$ cat config.mk
export PLATFORM = sky130hd
export DESIGN_NAME = msd_select_strobes
export DESIGN_NICKNAME = d
export VERILOG_FILES = /design/src/logic/msd_pkg.sv /design/src/logic/msd_select_strobes.sv
export SDC_FILE = /design/constraint.sdc
export NUM_CORES = 1
export LEC_CHECK = 0
export ABC_CLOCK_PERIOD_IN_PS = 1500
export BUFFER_PORTS_ARGS = -buffer_cell sky130_fd_sc_hd__buf_2
export CAP_MARGIN = 20
export CORE_MARGIN = 8
export CORE_UTILIZATION = 45
export CTS_CLUSTER_DIAMETER = 80
export DETAILED_ROUTE_END_ITERATION = 12
export GPL_TIMING_DRIVEN = 0
export HOLD_SLACK_MARGIN = 0.06
export PLACE_DENSITY = 0.69
export SLEW_MARGIN = 20
export SYNTH_ARGS = -nofsm -noshare
export SYNTH_HDL_FRONTEND = slang
export SYNTH_SLANG_ARGS = --single-unit
$ cat constraint.sdc
create_clock -name clock -period 1.5 [get_ports clock]
set_input_delay 0.15 -clock clock [delete_from_list [all_inputs] [get_ports clock]]
set_output_delay 0.15 -clock clock [all_outputs]
set_load 0.03 [all_outputs]
$ cat src/logic/msd_pkg.sv
// Contract
// - lower select on hits, size up to 512K
// - each region is 8-bit or 16-bit wide
// - bus hold releases selects and strobes
// - straps sampled at reset release, both low
// - test mode floats every pin until reset
// - shared pin is lower select or row strobe
// - whole-range mode frees three midrange pins
// - otherwise each select covers its own region; pins 1-2 become column strobes with any dram bank, pin 3 the upper row strobe with upper dram
// - high column strobe on upper byte access
// - low column strobe on lower byte access
// - refresh start asserts both column strobes
// - upper row strobe negates upper select
package msd_pkg;
    localparam int          ADDR_W        = 20;
    localparam logic [19:0] LOWER_MAX_SZ  = 20'h80000; // 512 Kbytes
    localparam int          MID_REGIONS   = 4;
    localparam logic [1:0]  PINUSE_SELECT = 2'h0;      // midrange pin keeps select
    localparam logic [1:0]  PINUSE_GPIO   = 2'h1;      // midrange pin is general io
    localparam logic [1:0]  PINUSE_DRAM   = 2'h2;      // midrange pin is dram strobe
    localparam int          SYNC_STAGES   = 3;
endpackage : msd_pkg

$ cat src/logic/msd_select_strobes.sv
`timescale 1ns/1ps
`default_nettype none
module msd_select_strobes (
    input  wire logic        clock,              // 20 MHz bus clock
    input  wire logic        sys_rst,            // async reset, active high
    input  wire logic        reset_in_n,         // device reset pin, straps taken on its rise
    input  wire logic        float_strap_0,      // test-mode strap 0 (pin)
    input  wire logic        float_strap_1,      // test-mode strap 1 (pin)
    input  wire logic        bus_hold,           // hold granted, same clock
    input  wire logic        access_valid,       // bus access in progress
    input  wire logic [19:0] access_addr,        // access address
    input  wire logic        access_high_byte,   // access includes upper data byte
    input  wire logic        access_low_byte,    // access includes lower data byte
    input  wire logic        refresh_start,      // start of a dram refresh access
    input  wire logic [19:0] lower_base,         // lower region base
    input  wire logic [19:0] lower_size,         // lower region size
    input  wire logic        lower_is_dram,      // lower pin is row strobe
    input  wire logic        upper_is_dram,      // upper row strobe enabled
    input  wire logic        upper_hit,          // access hits upper region
    input  wire logic [19:0] mid_base,           // midrange block base
    input  wire logic [19:0] mid_size,           // midrange block size (region = size/4)
    input  wire logic        mid_whole,          // first select covers whole block
    input  wire logic [5:0]  mid_pin_use,        // use of pins 1..3, two bits each
    input  wire logic        lower_wide_cfg,     // lower region 16-bit
    input  wire logic [3:0]  mid_wide_cfg,       // midrange regions 16-bit
    output logic             lower_region_select,// shared pin level
    output logic             lower_region_oe,    // shared pin drive enable
    output logic [3:0]       mid_select,         // midrange pin levels
    output logic [3:0]       mid_oe,             // midrange pin drive enables
    output logic             upper_region_select,// upper select, active low
    output logic             upper_region_oe,    // upper select drive enable
    output logic             bus_is_16bit,       // current access width
    output logic             all_float_test_mode // strap test mode active
);
    typedef enum logic [1:0] {
        MSD_RESET  = 2'b00,
        MSD_NORMAL = 2'b01,
        MSD_FLOAT  = 2'b10
    } msd_mode_type;

    function automatic logic in_range(input logic [19:0] a, input logic [19:0] b,
                                      input logic [19:0] s);
        logic [20:0] off;
        off = {1'b0, a} - {1'b0, b};
        in_range = (off < {1'b0, s});
    endfunction : in_range

    // three-stage synchronisers on the pin inputs
    logic [2:0] rst_sync, s0_sync, s1_sync;
    always_ff @(posedge clock or posedge sys_rst) begin
        if (sys_rst) begin
            rst_sync <= 3'h0;
            s0_sync  <= 3'h7;
            s1_sync  <= 3'h7;
        end else begin
            rst_sync <= {rst_sync[1:0], reset_in_n};
            s0_sync  <= {s0_sync[1:0], float_strap_0};
            s1_sync  <= {s1_sync[1:0], float_strap_1};
        end
    end
    // reset pin level counts only when the last two stages agree
    logic rst_agree;
    assign rst_agree = (rst_sync[1] == rst_sync[2]);

    // mode machine: straps caught at reset release
    msd_mode_type mode, next_mode;
    logic         rst_level_q, next_rst_level_q;
    always_comb begin
        next_mode        = mode;
        next_rst_level_q = rst_agree ? rst_sync[2] : rst_level_q;
        case (mode)
            MSD_RESET: begin
                if (rst_agree && rst_sync[2] && !rst_level_q) begin
                    if (!s0_sync[2] && !s1_sync[2])
                        next_mode = MSD_FLOAT;
                    else
                        next_mode = MSD_NORMAL;
                end
            end
            MSD_NORMAL, MSD_FLOAT: begin
                if (rst_agree && !rst_sync[2])
                    next_mode = MSD_RESET;
            end
            default: next_mode = MSD_RESET;
        endcase
    end
    always_ff @(posedge clock or posedge sys_rst) begin
        if (sys_rst) begin
            mode        <= MSD_RESET;
            rst_level_q <= 1'b0;
        end else begin
            mode        <= next_mode;
            rst_level_q <= next_rst_level_q;
        end
    end

    // address decode and strobe selection
    logic       lower_hit, mid_any, dram_on, dram_acc, floating;
    logic [1:0] mid_idx;
    logic [19:0] lsize, quarter, moff;
    always_comb begin
        // size clamped to the largest lower block
        lsize    = (lower_size > msd_pkg::LOWER_MAX_SZ) ? msd_pkg::LOWER_MAX_SZ : lower_size;
        quarter  = {2'b00, mid_size[19:2]};
        moff     = access_addr - mid_base;
        lower_hit = access_valid && in_range(access_addr, lower_base, lsize);
        mid_any   = access_valid && in_range(access_addr, mid_base, mid_size);
        mid_idx   = 2'h3;
        if (moff < quarter) mid_idx = 2'h0;
        else if (moff < (quarter << 1)) mid_idx = 2'h1;
        else if (moff < quarter + (quarter << 1)) mid_idx = 2'h2;
        dram_on  = lower_is_dram | upper_is_dram;
        dram_acc = (lower_is_dram & lower_hit) | (upper_is_dram & access_valid & upper_hit);
        floating = (mode != MSD_NORMAL) | bus_hold;
    end

    logic       next_lsel, next_usel, next_w16;
    logic [3:0] next_msel;
    always_comb begin
        next_lsel = 1'b1;
        next_usel = 1'b1;
        next_msel = 4'hF;
        next_w16  = 1'b0;
        // shared lower pin
        if (lower_is_dram)
            next_lsel = ~(lower_hit | refresh_start);
        else
            next_lsel = ~lower_hit;
        if (lower_hit) next_w16 = lower_wide_cfg;
        // midrange selects
        if (mid_any) begin
            if (mid_whole) begin
                next_msel[0] = 1'b0;
                next_w16     = mid_wide_cfg[0];
            end else begin
                next_msel[mid_idx] = 1'b0;
                next_w16           = mid_wide_cfg[mid_idx];
            end
        end
        // freed pins: general io and dram pins both stay high; the strobes below ignore pin use,
        // pins kept as selects still mark their own quarter
        for (int i = 1; i < msd_pkg::MID_REGIONS; i++) begin
            if (mid_whole && mid_pin_use[2*i-2 +: 2] != msd_pkg::PINUSE_SELECT)
                next_msel[i] = 1'b1;
            else if (mid_whole && mid_any && mid_idx == 2'(i))
                next_msel[i] = 1'b0;
        end
        // column strobes serve accesses to either dram bank
        if (dram_on) begin
            next_msel[1] = ~(refresh_start | (dram_acc && access_high_byte));
            next_msel[2] = ~(refresh_start | (dram_acc && access_low_byte));
        end
        if (upper_is_dram) begin
            next_msel[3] = ~((access_valid & upper_hit) | refresh_start);
            next_usel    = 1'b1;
        end else begin
            next_usel = ~(access_valid & upper_hit);
        end
    end

    // output registers
    always_ff @(posedge clock or posedge sys_rst) begin
        if (sys_rst) begin
            lower_region_select <= 1'b1;
            mid_select          <= 4'hF;
            upper_region_select <= 1'b1;
            lower_region_oe     <= 1'b0;
            mid_oe              <= 4'h0;
            upper_region_oe     <= 1'b0;
            bus_is_16bit        <= 1'b0;
            all_float_test_mode <= 1'b0;
        end else begin
            lower_region_select <= next_lsel;
            mid_select          <= next_msel;
            upper_region_select <= next_usel;
            lower_region_oe     <= ~floating;
            mid_oe              <= {4{~floating}};
            upper_region_oe     <= ~floating;
            bus_is_16bit        <= next_w16;
            all_float_test_mode <= (next_mode == MSD_FLOAT);
        end
    end
endmodule : msd_select_strobes
`default_nettype wire

==> run metrics <==
syn_nets=1011; antenna violation net count after detailed routing=0; Seq/Total Area, Yosys=9.20%; dpl cells=slightly above 1k; Placer Congestion=between 0.8 and 0.9; Setup Crit Path Kind=input port to flip-flop; FMAX=roughly 270 MHz; final worst slack=-2260 ps; CTS Sinks=21; RSZ-0062 raised after global routing=yes; VDD IR max=about 0.00046 V; drt total wl=roughly 16000 µm; Period minus WS final=between 3000 and 4000 ps; share of cells above drive strength 1=29.9%; Yosys warnings=0; Synth Area in Compound Gates=between 20% and 30%; worst-path cell chain=buf_8 > ha_4 > fa_2 > a21o_1 > a21oi_2 > o21bai_1 > a21oi_2 > o21bai_2 > a211oi_2 > o21ai_1 > a31o_2 > a21o_1 > xor2_1 > ha_1 > nand3_2 > or4_4 > nor2_4 > a2111oi_2 > o221ai_2 > o21ai_2 > nand4bb_1 > mux2_4; Worst Path Required=about 1700 ps; Clock Tree Buf Depth=2; Nets=about 1.2k; total power draw=0.00514 W; Slew Viols, Final=0; Clock transition at path regs=around 60 ps; Synth Instances=~730; Num CTS Buffers=3; DRC violations left=0; Synth cell types=78; Top FF cell, synth=dfstp_2; Slew Limit Headroom=48.3%; Hold Crit Class=input port to flip-flop; Port-buffer cells=about 140; Starting Density=46.4%; Pre-antenna DRT Iters=5; max-cap violations=0; FILL cells=between 1k and 1.5k; Met1 Wirelength=roughly 7400 µm; top post-synthesis cells by area=ha_1, inv_1, dfstp_2; largest net degree at the start of global routing=22; Critical-path top delay cell=or4_4; EDFF count, synth=0; Top Ports=roughly 140; failing checks=setup timing; status=finished, violations left; First DRT Iteration DRCs=between 200 and 250; Startpoint Class=input port; Die Area=~17000 µm²; clk_lat worst skew=250 ps; global-route wire length before repair=~26000 µm; Die Y=around 130 µm; pwr dens=around 680 nW/µm²; Final Hold Viols=0; xor/xnor cell area share of the yosys netlist=around 6.9%; Post-synth ARST share=100%; leak pwr=between 3 and 4 nW; HPWL after DPL=roughly 13000 µm; routed via count=5757; Syn Std Cell Area=approximately 5900 µm²; syn avg cell area=roughly 8.1 µm²; post-route clock period utilization=251%; row count=a little over 40; mux cell area share after synthesis=less than 1%; Worst Tran Pin Value=775 ps; CP Capture Type=flip-flop; WL met2=7260 µm; H-tree depth=1; Critical Path AT=just under 4000 ps; Core ar.=12700 µm²; initial antenna violation count=0; DR WL met3=between 700 and 800 µm; Finished Layout Cells=between 1k and 1.5k; Total GRT Usage=18.5%; ANT cells=0; main combinational cell family by area after synthesis=adder cells; vias per cell=between 5 and 6; CTS tree=yes; area grow syn2layout=29.3%; top cell type's share of synthesized area=between 30 and 40%; CTS root buf=clkbuf_16; most frequent cells in the layout=ha_1, buf_2, inv_1; R2R setup slack=~150 ps; Worst path max stage delay=430 ps; GRT overflow=0; die width=roughly 130 µm; WL/cell=around 14 µm; CP Max Fanout=3; Final Setup Violations=6; worst clock skew=just under 2 ps; Seq cells post-synth=21; DR top layer=met4; post-synth top area cell=ha_1; Post-Synth Simple-Gate Area=15.2%; commonest non-fill, non-tap cell in the layout=ha_1; post-synthesis adder-cell area fraction=approximately a third; vias in the first global route=6010
[where the power goes]
part / switching (W) / internal [W] / total [W]
sequential: 0.0000370 / 0.000651 / 0.000688
combinational: 0.00207 / 0.00182 / 0.00389
clock: 0.000207 / 0.000358 / 0.000565
total: 0.00231 / 0.00283 / 0.00514
[path summary, 6_finish.rpt]
path                               start             endpoint  cells past startpoint
min                        lower_is_dram  lower_region_select                      2
min reg2reg                   s1_sync[1]           s1_sync[2]                      0
max                          mid_size[3]        mid_select[3]                     22
min in group asynchronous        sys_rst          rst_sync[0]                      3
max reg2reg                  rst_sync[1]  all_float_test_mode                      6
max in group asynchronous        sys_rst      upper_region_oe                      3
[sequential cells by signal, indices dropped and copies added (netlist names)]
register and flops:
bus_is_16bit 1, upper_region_select 1, lower_region_select 1, s0_sync 3
rst_level_q 1, all_float_test_mode 1, rst_sync 3, mode 2
upper_region_oe 1, mid_select 4, s1_sync 3
[cell families (layout without fill, tap and decap cells)]
family	count (synthesis)	count (layout)
compound gates	231	231
simple gates	166	166
fa+ha+maj	157	157
buf+inv	104	281
xor+xnor	46	46
flops	21	21
mux	4	4
[metal layers]
layer  vias to the layer above  global-route usage, %
li1                       3022                      -
met1                      2606                   23.6
met2                       121                   33.0
met3                         8                   2.82
met4                         0                   1.57
met5                         -                      0
[critical path: cells and delay by family]
kind,cells,cell delay [ps]
AO/OA/AOI/OAI,12,1610
XOR/XNOR,1,140
adder cells (fa/ha/maj),3,810
buffers and inverters,1,110
multiplexers,1,270
AND/OR/NAND/NOR,4,810
[final cells by class]
class | count | area (µm²) | share of cell area, %
clock inverter | 1 | 5.00 | 0.0659
timing repair buffer | 173 | 1050 | 13.8
tap | 172 | 215 | 2.83
buffer | 8 | 48.8 | 0.642
inverter | 96 | 385 | 5.07
multi-input combinational | 604 | 5280 | 69.5
sequential | 21 | 541 | 7.11
clock buffer | 3 | 75.1 | 0.988
[stage by stage]
| step | area [µm²] | hold slack, ps | setup TNS [ps] | utilization [%] | setup WS [ps] |
|---|---|---|---|---|---|
| 2_1_floorplan | 6010 | 118 | -12220 | - | -2280 |
| 3_3_place_gp | 6910 | 255 | -16200 | 54.5 | -2870 |
| 3_5_place_dp | 6910 | 261 | -16340 | 54.5 | -2920 |
| 4_1_cts | 7500 | 63.4 | -12780 | 59.2 | -2360 |
| 5_1_grt | 7600 | 78.7 | -13740 | 60.0 | -2430 |
| 6_report | 7600 | 70.6 | -12540 | 60.0 | -2260 |
[Yosys cell counts (4+ instances only)]
master	count
a21oi_1	57
a21o_1	34
o21bai_1	11
nor2_1	36
ha_1	154
and2_1	4
o21a_1	14
dfstp_2	12
o21ai_0	36
nand4_1	10
a31oi_1	8
nor4_1	4
o2111ai_1	5
dfrtp_1	9
a211oi_1	8
a21boi_0	7
and3_1	7
nand2b_1	7
o211ai_1	6
inv_1	96
nand3_1	5
nor3_1	9
buf_4	5
nand2_1	44
xnor2_1	35
nor2b_1	9
xor2_1	11
or2_2	4
a211o_1	5
[timing repair]
item                                    in CTS  in global routing
endpoints found under the hold margin       13                  0
endpoints found under the setup margin       6                  6
gates resized for setup                     55                 19
pin swaps                                   57                 11
buffers inserted                            28                  2
cloned                                       0                  0
hold buffers                                 5                  0
Power figures use the tool's default switching activity.
